==> src/hdl/wdt_cfg.svh <==
`ifndef WDT_CFG_SVH
`define WDT_CFG_SVH

// Register byte addresses, one aligned word each
`define WDT_ADDR_CONFIG     12'h000
`define WDT_ADDR_CONTROL    12'h004
`define WDT_ADDR_IRQ_STATUS 12'h008
`define WDT_ADDR_IRQ_MASK   12'h00C
`define WDT_ADDR_COUNT      12'h010

// Configuration word field positions
`define WDT_POSTSCALE_LSB   0
`define WDT_POSTSCALE_MSB   3
`define WDT_PRESCALE_BIT    4
`define WDT_ENABLE_LSB      5
`define WDT_ENABLE_MSB      6
`define WDT_WINDOW_DISABLE_BIT 7

// Control register field positions
`define WDT_SLEEP_BIT       3
`define WDT_IDLE_BIT        2
`define WDT_TIMEOUT_BIT     4
`define WDT_SWEN_BIT        5

// Reset values
`define WDT_CONFIG_RESET    8'hFF
`define WDT_MASK_RESET      2'h0

// Prescaler terminal counts, one less than the period in watchdog clock ticks
`define WDT_PRESCALE_SHORT  7'h1F
`define WDT_PRESCALE_LONG   7'h7F

// Watchdog clock source codes
`define WDT_SRC_RC_OSC      2'h0
`define WDT_SRC_SEC_OSC     2'h1
`define WDT_SRC_SYSTIMER    2'h2

`endif

==> src/hdl/wdt_pkg.sv <==
package wdt_pkg;

  typedef enum logic [1:0] {
    EN_OFF   = 2'b00,
    EN_RSVD  = 2'b01,
    EN_SOFT  = 2'b10,
    EN_ON    = 2'b11
  } wdt_enable_mode_t;

  typedef enum logic [1:0] {
    PM_RUN   = 2'b00,
    PM_SLEEP = 2'b01,
    PM_IDLE  = 2'b10
  } power_mode_t;

  typedef struct packed {
    logic [2:0] sync;
  } sync_state_t;

endpackage : wdt_pkg

==> src/hdl/wdt_tick_sync.sv <==
`timescale 1ns/1ps
`default_nettype none
// Three-stage synchroniser; one pulse per agreed rising edge of the tick clock
module wdt_tick_sync (
  input  wire logic clk_sys,
  input  wire logic sys_rst,
  input  wire logic async_in,
  output logic      rise_pulse
);
  import wdt_pkg::*;

  sync_state_t st_q;
  sync_state_t st_d;

  ////////////////////////////////////////////////////////////////////////////
  // Stage one feeds only stage two; edge taken from stages two and three
  always_comb begin
    st_d.sync = {st_q.sync[1:0], async_in};
  end

  always_ff @(posedge clk_sys) begin
    if (sys_rst) begin
      st_q <= '0;
    end else begin
      st_q <= st_d;
    end
  end

  assign rise_pulse = st_q.sync[1] & ~st_q.sync[2];

endmodule : wdt_tick_sync
`default_nettype wire

==> src/hdl/wdt_top.sv <==
`timescale 1ns/1ps
`default_nettype none
`include "wdt_cfg.svh"

module wdt_top (
  input  wire logic        clk_sys,
  input  wire logic        sys_rst,
  // APB slave
  input  wire logic        psel,
  input  wire logic        penable,
  input  wire logic        pwrite,
  input  wire logic [11:0] paddr,
  input  wire logic [31:0] pwdata,
  output logic      [31:0] prdata,
  output logic             pready,
  output logic             pslverr,
  // Watchdog clock inputs (asynchronous)
  input  wire logic        low_power_rc_clock,
  input  wire logic        secondary_oscillator,
  input  wire logic        system_timer_clock,
  // Core side
  input  wire logic        clear_watchdog_instr,
  input  wire logic        power_save_instr,
  input  wire logic        power_save_idle,
  input  wire logic        clock_switch_done,
  output logic             wake_request,
  output logic             device_reset_request,
  output logic             clock_source_enable,
  output logic [1:0]       clock_source_select,
  output logic             irq
);
  import wdt_pkg::*;

  ////////////////////////////////////////////////////////////////////////////
  // Register map, one aligned word each
  //   CONFIG     window disable, enable code, prescale length, postscale code
  //   CONTROL    software enable, time-out flag, Sleep and Idle flags,
  //              clock source select in the low two bits
  //   IRQ_STATUS wake and time-out events, cleared by a read of the register
  //   IRQ_MASK   same layout as IRQ_STATUS
  //   COUNT      read-only view of prescale and postscale counts
  // Unmapped or unaligned addresses answer with pslverr and read as zero
  //
  // Timing of one access
  //   Setup cycle, then the first access-phase edge registers read data and
  //   the ready pulse; writes land at the next edge, where the master sees
  //   ready high with the request still standing
  //
  // Time-out arithmetic
  //   A full period is (prescale length) x (2 ^ postscale code) source ticks;
  //   the time-out fires on the last tick of the last postscale step
  //
  // Hazards
  //   Source clocks are sampled, so each must run slower than half of clk_sys
  //   Config changes mid-count are caught by at-least compares, not equality
  //   Power mode only returns to run on a watchdog wake; no other wake input

  typedef struct packed {
    logic [7:0]   cfg;
    logic [1:0]   src_sel;
    logic         sw_en;
    logic         timeout_flag;
    logic         sleep_flag;
    logic         idle_flag;
    power_mode_t  pmode;
    logic [6:0]   pre_cnt;
    logic [15:0]  post_cnt;
    logic [1:0]   irq_stat;
    logic [1:0]   irq_mask;
    logic [31:0]  prdata;
    logic         pready;
    logic         pslverr;
    logic         wake;
    logic         rst_req;
    logic         src_en;
    logic [1:0]   src_out;
    logic         irq;
  } wdt_state_t;

  wdt_state_t q;
  wdt_state_t d;

  logic rc_tick;
  logic sec_tick;
  logic stmr_tick;
  logic sel_tick;

  ////////////////////////////////////////////////////////////////////////////
  // One synchroniser per candidate clock source
  wdt_tick_sync u_sync_rc (
    .clk_sys    (clk_sys),
    .sys_rst    (sys_rst),
    .async_in   (low_power_rc_clock),
    .rise_pulse (rc_tick)
  );
  wdt_tick_sync u_sync_sec (
    .clk_sys    (clk_sys),
    .sys_rst    (sys_rst),
    .async_in   (secondary_oscillator),
    .rise_pulse (sec_tick)
  );
  wdt_tick_sync u_sync_stmr (
    .clk_sys    (clk_sys),
    .sys_rst    (sys_rst),
    .async_in   (system_timer_clock),
    .rise_pulse (stmr_tick)
  );

  ////////////////////////////////////////////////////////////////////////////
  // Main next-state logic
  logic             access;
  logic             wr;
  logic             rd;
  wdt_enable_mode_t en_mode;
  logic             enabled;
  logic [6:0]       pre_max;
  logic [15:0]      post_max;
  logic             pre_wrap;
  logic             expire;
  logic             in_window;
  logic             restart;
  logic             early_clear;
  logic             in_save;
  logic             evt_timeout;
  logic             evt_wake;
  logic [1:0]       evt_vec;

  // Event summary for the next-state logic
  //   expire      last tick of the last postscale step while enabled
  //   early_clear clear instruction outside the window in windowed mode
  //   evt_timeout run-mode expiry or early clear; requests a device reset
  //   evt_wake    expiry in Sleep or Idle; wakes the core instead
  // Any restart source or event zeroes both counters in the same cycle,
  // so a clear and a tick in one cycle never leave a stale count

  always_comb begin
    d           = q;
    // Bus decode; a read clears status once, at the edge that captures it
    access      = psel & penable;
    // Writes land only at the edge where the master samples ready high
    wr          = access & pwrite & q.pready;
    rd          = access & ~pwrite & ~q.pready;

    // Enable decode from the configuration word
    en_mode     = wdt_enable_mode_t'(q.cfg[`WDT_ENABLE_MSB:`WDT_ENABLE_LSB]);
    // Code 01 is treated as off
    unique case (en_mode)
      EN_ON:   enabled = 1'b1;
      EN_SOFT: enabled = q.sw_en;
      EN_OFF:  enabled = 1'b0;
      EN_RSVD: enabled = 1'b0;
    endcase

    // Any power-save state counts as saving
    in_save     = (q.pmode != PM_RUN);
    // Sleep forces the RC oscillator
    // Idle keeps the selected source; only Sleep overrides it
    unique case (in_save && q.pmode == PM_SLEEP ? `WDT_SRC_RC_OSC : q.src_sel)
      `WDT_SRC_SEC_OSC:  sel_tick = sec_tick;
      `WDT_SRC_SYSTIMER: sel_tick = stmr_tick;
      default:           sel_tick = rc_tick;
    endcase
    // 32 or 128 ticks per prescaler period
    pre_max     = q.cfg[`WDT_PRESCALE_BIT] ? `WDT_PRESCALE_LONG : `WDT_PRESCALE_SHORT;
    // 2^code postscaler periods
    post_max    = 16'((17'h0_0001 << q.cfg[`WDT_POSTSCALE_MSB:`WDT_POSTSCALE_LSB]) - 17'h0_0001);
    // At-least compares: a shorter setting written mid-count still expires
    pre_wrap    = sel_tick & (q.pre_cnt >= pre_max);
    expire      = enabled & pre_wrap & (q.post_cnt >= post_max);
    // Last quarter of the period: post count past three quarters
    in_window   = ({2'b00, q.post_cnt} >= ((({2'b00, post_max} + 18'h0_0001) * 18'h0_0003) >> 2));
    early_clear = enabled & clear_watchdog_instr & ~in_save
                  & ~q.cfg[`WDT_WINDOW_DISABLE_BIT] & ~in_window;
    // Restart sources
    restart     = clock_switch_done | power_save_instr | clear_watchdog_instr
                  | ~enabled | q.wake;
    evt_timeout = (expire & ~in_save) | early_clear;
    evt_wake    = expire & in_save;

    // Counters; restarts include power-save entry and exit
    // Prescale wraps into one postscale step; both stay at zero while disabled
    if (restart || evt_timeout || evt_wake) begin
      d.pre_cnt  = '0;
      d.post_cnt = '0;
    end else if (enabled && sel_tick) begin
      if (pre_wrap) begin
        d.pre_cnt  = '0;
        d.post_cnt = q.post_cnt + 16'h0001;
      end else begin
        d.pre_cnt  = q.pre_cnt + 7'h01;
      end
    end

    // Power mode tracking
    // Entry latches Sleep or Idle from the level beside the pulse
    d.wake = evt_wake;
    if (evt_wake) begin
      d.pmode = PM_RUN;
    end else if (power_save_instr && !in_save) begin
      d.pmode = power_save_idle ? PM_IDLE : PM_SLEEP;
    end

    // Control register writes, then hardware sets win over clears
    // Time-out flag stays set until software writes it low; power-save entry sets one of Sleep and Idle and clears the other
    if (wr && paddr == `WDT_ADDR_CONTROL) begin
      d.sw_en        = pwdata[`WDT_SWEN_BIT];
      d.timeout_flag = pwdata[`WDT_TIMEOUT_BIT];
      d.sleep_flag   = pwdata[`WDT_SLEEP_BIT];
      d.idle_flag    = pwdata[`WDT_IDLE_BIT];
      d.src_sel      = pwdata[1:0];
    end
    if (wr && paddr == `WDT_ADDR_CONFIG) begin
      d.cfg = pwdata[7:0];
    end
    if (wr && paddr == `WDT_ADDR_IRQ_MASK) begin
      d.irq_mask = pwdata[1:0];
    end
    if (evt_timeout) begin
      d.timeout_flag = 1'b1;
    end
    if (power_save_instr && !in_save) begin
      d.sleep_flag = ~power_save_idle;
      d.idle_flag  = power_save_idle;
    end

    // Sticky status cleared by read; set wins
    // A read and an event in one cycle keep the event for the next read
    evt_vec = {evt_wake, evt_timeout};
    if (rd && paddr == `WDT_ADDR_IRQ_STATUS) begin
      d.irq_stat = evt_vec;
    end else begin
      d.irq_stat = q.irq_stat | evt_vec;
    end

    // APB answer: ready one cycle into the access phase, one wait state
    // Read data stands only while ready is high, zero otherwise
    d.pready  = access & ~q.pready;
    d.pslverr = 1'b0;
    d.prdata  = '0;
    if (access && !q.pready) begin
      unique case (paddr)
        `WDT_ADDR_CONFIG:     d.prdata = {24'h00_0000, q.cfg};
        `WDT_ADDR_CONTROL:    d.prdata = {26'h000_0000, q.sw_en, q.timeout_flag,
                                          q.sleep_flag, q.idle_flag, q.src_sel};
        `WDT_ADDR_IRQ_STATUS: d.prdata = {30'h0000_0000, q.irq_stat};
        `WDT_ADDR_IRQ_MASK:   d.prdata = {30'h0000_0000, q.irq_mask};
        `WDT_ADDR_COUNT:      d.prdata = {9'h000, q.pre_cnt, q.post_cnt};
        default:              d.pslverr = 1'b1;
      endcase
    end

    // Registered outputs
    // Every output leaves from a flip-flop, never from the decode above
    d.rst_req = evt_timeout;
    d.src_en  = enabled;
    d.src_out = (in_save && q.pmode == PM_SLEEP) ? `WDT_SRC_RC_OSC : q.src_sel;
    d.irq     = |(d.irq_stat & q.irq_mask);
  end

  ////////////////////////////////////////////////////////////////////////////
  // Device reset clears software enable and counters
  // Reset assigns constants only; the synchronisers clear alongside
  always_ff @(posedge clk_sys) begin
    if (sys_rst) begin
      q          <= '0;
      q.cfg      <= `WDT_CONFIG_RESET;
      q.irq_mask <= `WDT_MASK_RESET;
      q.pmode    <= PM_RUN;
    end else begin
      q <= d;
    end
  end

  // Outputs straight from the state register
  assign prdata               = q.prdata;
  assign pready               = q.pready;
  assign pslverr              = q.pslverr;
  assign wake_request         = q.wake;
  assign device_reset_request = q.rst_req;
  assign clock_source_enable  = q.src_en;
  assign clock_source_select  = q.src_out;
  assign irq                  = q.irq;

endmodule : wdt_top
`default_nettype wire

==> config.mk <==
export PLATFORM = sky130hd
export DESIGN_NAME = wdt_top
export DESIGN_NICKNAME = d
export VERILOG_FILES = /design/src/hdl/wdt_pkg.sv /design/src/hdl/wdt_tick_sync.sv /design/src/hdl/wdt_top.sv
export VERILOG_INCLUDE_DIRS = /design/src /design/src/hdl
export SDC_FILE = /design/constraint.sdc
export NUM_CORES = 1
export LEC_CHECK = 0
export BUFFER_PORTS_ARGS = -buffer_cell sky130_fd_sc_hd__buf_2
export CAP_MARGIN = 20
export CORE_MARGIN = 1.5
export CORE_UTILIZATION = 35
export DETAILED_ROUTE_END_ITERATION = 10
export GPL_ROUTABILITY_DRIVEN = 0
export GPL_TIMING_DRIVEN = 0
export PLACE_DENSITY_LB_ADDON = 0.2
export SYNTH_ARGS = -nofsm -noshare
export SYNTH_HDL_FRONTEND = slang
export SYNTH_SLANG_ARGS = --single-unit
==> constraint.sdc <==
create_clock -name clk_sys -period 9.1 [get_ports clk_sys]
set_input_delay 0.91 -clock clk_sys [delete_from_list [all_inputs] [get_ports clk_sys]]
set_output_delay 0.91 -clock clk_sys [all_outputs]
set_load 0.1 [all_outputs]
==> out/metrics.cfg, run 1 <==
[die]
start_util_pct = 35.8
die_area_sq_um = 16200
fp.dieH_um = 127
pin_count = 96
coreArea_sq_um = 15100
die_x_um = 127
num_rows = 45

[pwr]
pwr-share-comb_pct = 6.3
swShare_pct = 24.2
clkPwrFrac_pct = 46.5
power_uw = 784
internal_power_uw = 594
p_leak_nw = 3.09
p_sw_uw = 189
ir_worst_vdd_v = 0.0000924
p_seq_share_pct = 47.1
power_density_nw_per_um2 = 124

[clocking]
cts.sinks = 83
cts_resized = 0
holdBufCountCts = 0
numCtsBuffers = 9
clk_pin_slew_ns = 0.06
cts_root_buf = clkbuf_16
clk_latency_ns = 0.34
tritoncts = built
cts_buffer_depth = 2
htree_levels = 3
cts_setup_buffers = 0

[critical_path]
cp-start-kind = flip-flop
end_kind = flip-flop
worst-path-max-fanout = 10
path_class = flip-flop to flip-flop
cp_top_family = compound AO/OA/AOI/OAI gates
cpMaxStageDelayCell = a2111o_1
max_stage_delay_ns = 0.45
rrSetupSlack_ns = 2.82
critPathArrivalTime_ns = 6.53
worstPathRequired_ns = 9.34
cp_cell_sequence = clkbuf_1, nor2_1, nand3_1, ha_1, nand2b_1, a2111o_1, a31oi_1, nand3b_2, xnor2_2, ha_1, or3_1, o21ai_0, a21oi_1, nor2_1, a2bb2oi_1, a31oi_1, a31oi_1, ha_1, a21oi_1, nand4b_1, a311oi_1, o21ai_0, o32a_1, o311ai_1
crit_buf_inv = 1

[logic_synthesis]
synth_area_leaders = dfxtp_1, ha_1, nor2_1
syn_area_sq_um = 5420
yosysTopAreaCellShare_pct = 30.6
seq_area_frac_synth_pct = 30.6
ys_seq_elements = 83
synth-main-ff-cell = dfxtp_1
synth_edf_count = 0
ys_warn_count = 0
yosysTopAreaCell = dfxtp_1
synth_cell_types = 68
avgSynthCellArea_sq_um = 8.72
synth_cells = 622
async_flop_share_pct = 0

[route]
avgViaCountPerCell = 5.14
ant_nets = 0
firstDrtPassIters = 5
num_vias = 4611
drc_errors = 0
routed_wl_mm = 13.4
wl_per_cell_um = 14.9
drt-initial-drc-count = 252

[place]
port_buffers = 59
place_hpwl_mm = 10.8
dp_slack_ns = 2.88
place_area_sq_um = 6000

[finish]
area_delta_synth_final_pct = 16.4
n_antenna_cell = 0
seqCellArea_sq_um = 1660
fin_area_sq_um = 6310
final_util_pct = 41.7
num-nets-final = 821
drive_above_1_share_pct = 19.0
nFillCells = 1476
multi_input_area_sq_um = 3380

[timing]
layout_setup_ws_ns = 2.82
relSlewSlack_pct = 37.0
finalHoldViolCount = 0
fin_crit_sh_pct = 69.1
drv_slew = 0
fmax_ghz = 0.159
fin_tns_setup_ns = 0
tightest_slew_ns = 0.943
setup_viol = 0
min_period_ns = 6.28
finClkSkew_ns = 0.00429
rsz0062_at_grt = false

[outcome]
status = finished, final reports clean

[global_route]
grt.total_usage_pct = 16.8
grt_pass1_vias = 4443
grt_pass1_wl_mm = 22.0
grt_overflow = 0
grt_start_max_net_pins = 16
antenna_found_initial = 0

[hold_path]
hp-class = flip-flop to flip-flop

[job]
drv_cap = 0

==> Yosys cell counts (6+ instances only) <==
cell and n:
and3_1 21, a21o_1 18, nand4_1 15, nor2b_1 12
nor2_1 76, clkbuf_1 16, ha_1 60, inv_1 21
nand2_1 32, a31oi_1 8, nand3b_1 6, xor2_1 18
xnor2_1 21, nand3_1 17, a21oi_1 26, mux2i_1 19
dfxtp_1 83, nor3_1 17, a222oi_1 6, o21ai_0 16
nand2b_1 7, buf_4 34
==> power by group through the flow <==
stage          logic, mW  clock network, mW  registers [mW]
6_report          0.0497              0.365           0.369
5_1_grt           0.0531              0.387           0.369
4_1_cts           0.0495              0.370           0.369
3_5_place_dp      0.0493                  0           0.377
3_3_place_gp      0.0487                  0           0.377
2_1_floorplan     0.0321                  0           0.381
==> flip-flops by register name (all words and copies together), names as in the netlist <==
register	cells
q	41
prdata	23
u_sync_rc.st_q	3
u_sync_sec.st_q	3
u_sync_stmr.st_q	3
clock_source_select	2
en_mode	2
clock_source_enable	1
device_reset_request	1
irq	1
pready	1
pslverr	1
wake_request	1
==> path summary, 6_finish.rpt <==
path / startpoint / end / cells past startpoint
hold reg to reg: u_sync_rc.st_q[0] / u_sync_rc.st_q[1] / 1
hold / removal: u_sync_rc.st_q[0] / u_sync_rc.st_q[1] / 1
setup reg to reg: q[78] / irq / 24
setup / recovery: q[78] / irq / 24
==> cell usage in the layout (no fill, tap or decap), types with 19 or more instances in the layout <==
cell     instances
inv_1           21
nand2_1         32
buf_4           34
a21oi_1         26
dfxtp_1         83
xnor2_1         21
mux2i_1         19
nor2_1          76
ha_1            60
and3_1          21
buf_2           61
==> layout make-up <==
| type | count | area share [%] |
|---|---|---|
| multi-input combinational | 473 | 53.5 |
| sequential | 83 | 26.3 |
| buffer | 53 | 5.41 |
| timing repair buffer | 62 | 4.96 |
| tap | 188 | 3.73 |
| clock buffer | 9 | 3.57 |
| inverter | 22 | 1.31 |
| clock inverter | 7 | 1.19 |
==> kinds of logic after synthesis <==
| family | Yosys count | share of synthesized area, % |
|---|---|---|
| AND/OR/NAND/NOR | 232 | 21.9 |
| AO/OA/AOI/OAI | 109 | 14.7 |
| flip-flops | 83 | 30.6 |
| buffers and inverters | 75 | 7.82 |
| adder cells (fa/ha/maj) | 61 | 14.2 |
| XOR/XNOR | 41 | 6.90 |
| multiplexers | 20 | 3.71 |
| other | 1 | 0.0692 |
==> layer usage <==
metal  vias to the layer above  GRT usage, %  routed length, um
li1                       2330             -                  -
met5                         -             0                  0
met4                         0          4.14                114
met3                        13          3.06                537
met2                       122          27.9               6120
met1                      2146          22.7               6590
==> through the flow <==
stage	instances	hold WS, ns
after floorplan	631	0.414
after global placement	878	0.432
after detailed placement	880	0.429
after CTS	896	0.444
after global routing	897	0.452
final	897	0.441
==> worst register-to-register path, stage by stage, from the launching register on <==
cell and delay [ns]:
dfxtp_1 0.37, clkbuf_1 0.25, nor2_1 0.35, nand3_1 0.24, ha_1 0.34, nand2b_1 0.23, a2111o_1 0.45, a31oi_1 0.42
nand3b_2 0.16, xnor2_2 0.21, ha_1 0.27, or3_1 0.37, o21ai_0 0.09, a21oi_1 0.12, nor2_1 0.18, a2bb2oi_1 0.23
a31oi_1 0.17, a31oi_1 0.25, ha_1 0.29, a21oi_1 0.15, nand4b_1 0.11, a311oi_1 0.25, o21ai_0 0.18, o32a_1 0.28
o311ai_1 0.24
(Power assumes the default switching activity.)
==> inputs of run 2 (changes only) <==
==> constraint.sdc (replaced) <==
create_clock -name clk_sys -period 5.4 [get_ports clk_sys]
set_input_delay 0.54 -clock clk_sys [delete_from_list [all_inputs] [get_ports clk_sys]]
set_output_delay 0.54 -clock clk_sys [all_outputs]
set_load 0.1 [all_outputs]
==> run 2 against run 1 <==
First-iteration DRC count fell by 2.8%; count of clock-buffer cells in the layout did not move; wire length rose by 4.7%; cell area rose by 9.2%; sequential power rose by 68%; die area did not move; via count rose by 2.8%; clock power rose by 68%; flip-flop and latch count did not move; largest cell class unchanged.
==> out/metrics.cfg, run 2 (synthesized netlist as in run 1, its figures left out) <==
[outcome]
status = finished, final reports clean

[finish]
largest_reg_flops = 41  ; unchanged
final_common_cell = dfxtp_1
nFillCells = 1429  ; -3.2%
seqCellArea_sq_um = 1670  ; +0.53%
fin_area_sq_um = 6890  ; +9.2%
largest-register = q
area_delta_synth_final_pct = 27.1
multi_input_area_sq_um = 3680  ; +9.1%
final_cells = 927  ; +3.3%
num-nets-final = 851  ; +3.7%
layout_common_cells = dfxtp_1, nor2_1, buf_4, buf_2, ha_1
n_antenna_cell = 0  ; unchanged
drive_above_1_share_pct = 29.0  ; +9.9 points

[route]
routed_wl_mm = 14.0  ; +4.7%
wl_per_cell_um = 15.1  ; +1.3%
wl_met2_mm = 6.51  ; +6.4%
wl_met3_um = 532  ; -0.93%
drt-initial-drc-count = 245  ; -2.8%
ant_nets = 0  ; unchanged
num_vias = 4742  ; +2.8%
drc_errors = 0  ; unchanged
top_layer_used = met4
wl_met1_mm = 6.79  ; +3.0%
firstDrtPassIters = 5  ; unchanged
avgViaCountPerCell = 5.12  ; -0.49%

[die]
num_rows = 45  ; unchanged
start_util_pct = 35.8  ; unchanged
coreArea_sq_um = 15100  ; unchanged
die_x_um = 127  ; unchanged
die_area_sq_um = 16200  ; unchanged
pin_count = 96  ; unchanged
fp.dieH_um = 127  ; unchanged

[critical_path]
critPathArrivalTime_ns = 5.60  ; -0.93 ns
path_class = flip-flop to flip-flop
cp-start-kind = flip-flop
worstPathRequired_ns = 5.64  ; -3.70 ns
setup.worst_path.start = q[77]
r2r-start = q[77]
worst-path-max-fanout = 4  ; -6
end_kind = flip-flop

[timing]
finalHoldViolCount = 0  ; unchanged
min_period_ns = 5.35  ; -0.931 ns
fin_tns_setup_ns = 0  ; unchanged
hold_slack_ns = 0.416  ; -0.0251 ns
drv_slew = 0  ; unchanged
setup_viol = 0  ; unchanged
rsz0062_at_grt = true
finClkSkew_ns = 0.00534  ; +0.00104 ns
fin_crit_sh_pct = 99.1  ; +30 points
relSlewSlack_pct = 35.5  ; -1.5 points
tightest_slew_ns = 0.965  ; +0.0217 ns
fmax_ghz = 0.187  ; +17%

[pwr]
power_density_nw_per_um2 = 192  ; +54%
ir_worst_vdd_v = 0.000158  ; +71%
p_leak_nw = 3.28  ; +6.1%

[clocking]
htree_levels = 3  ; unchanged
tritoncts = built
cts.sinks = 83  ; unchanged
numCtsBuffers = 9  ; unchanged
clk_pin_slew_ns = 0.06  ; about the same
cts_buffer_depth = 2  ; unchanged
holdBufCountCts = 0  ; unchanged
clk_latency_ns = 0.34  ; about the same
cts_root_buf = clkbuf_16

[place]
place_hpwl_mm = 10.8  ; unchanged
place_area_sq_um = 6000  ; unchanged
port_buffers = 59  ; unchanged
placedCellCount = 880  ; unchanged

[hold_path]
hp-class = input pin to flip-flop
min_from = system_timer_clock

[global_route]
grt_overflow = 0  ; unchanged
grt_pass1_vias = 4486  ; +0.97%
grt.total_usage_pct = 17.0  ; +0.20 points
grt_pass1_wl_mm = 22.2  ; +0.94%
antenna_found_initial = 0  ; unchanged
grt_start_max_net_pins = 16  ; unchanged

[job]
drv_cap = 0  ; unchanged

-- run 2: layer usage --
metal | global-route usage [%] | vias up
met5 | 0 | -
met2 | 28.4 | 124
li1 | - | 2385
met1 | 22.9 | 2220
met4 | 4.28 | 0
met3 | 2.97 | 13
-- run 2: repair_timing --
item / CTS / global route
gates resized for setup: 32 / 53
setup endpoints to repair: 4 / 4
buffers inserted: 5 / 26
pin swaps: 13 / 38
-- run 2: final timing paths --
| kind | slack (ns) | endpoint | cells after the start |
|---|---|---|---|
| hold / removal | 0.42 | u_sync_stmr.st_q[0] | 2 |
| hold reg to reg | 0.44 | u_sync_rc.st_q[1] | 1 |
| setup reg to reg | 0.05 | irq | 21 |
| setup / recovery | 0.05 | irq | 21 |
-- run 2: per-stage QoR --
stage          setup slack [ns]  util (%)  power (mW)
2_1_floorplan             0.243         -       0.696
3_3_place_gp             -0.685      39.5       0.717
3_5_place_dp             -0.824      39.6       0.719
4_1_cts                 0.00575      42.8        1.33
5_1_grt                  -0.163      45.5        1.36
6_report                 0.0467      45.5        1.32
-- run 2: area by class of cell --
| cell class | instances | share of cell area, % |
|---|---|---|
| Clock buffer | 9 | 3.27 |
| Clock inverter | 7 | 1.09 |
| Buffer | 52 | 5.45 |
| Timing Repair Buffer | 93 | 7.91 |
| Sequential cell | 83 | 24.2 |
| Tap cell | 188 | 3.41 |
| Multi-Input combinational cell | 473 | 53.4 |
| Inverter | 22 | 1.20 |
-- run 2: where the power goes --
group / total, mW / switching, mW / internal (mW)
sequential: 0.621 / 0.00372 / 0.618
clock: 0.615 / 0.254 / 0.360
combinational: 0.0844 / 0.0616 / 0.0228
-- run 2: worst max-delay path: stages, from the launching register on --
cell	delay (ns)
dfxtp_4	0.35
or4_4	0.56
ha_4	0.19
nand2b_4	0.15
a2111o_1	0.47
a31oi_4	0.27
nand3b_4	0.14
xnor2_4	0.26
ha_4	0.26
a21o_1	0.21
a31oi_4	0.17
and3b_2	0.25
a221oi_4	0.30
buf_4	0.17
o21ai_2	0.07
xnor2_2	0.15
ha_1	0.18
a21o_1	0.15
a311oi_1	0.25
o21ai_1	0.15
o32a_1	0.26
o311ai_1	0.28
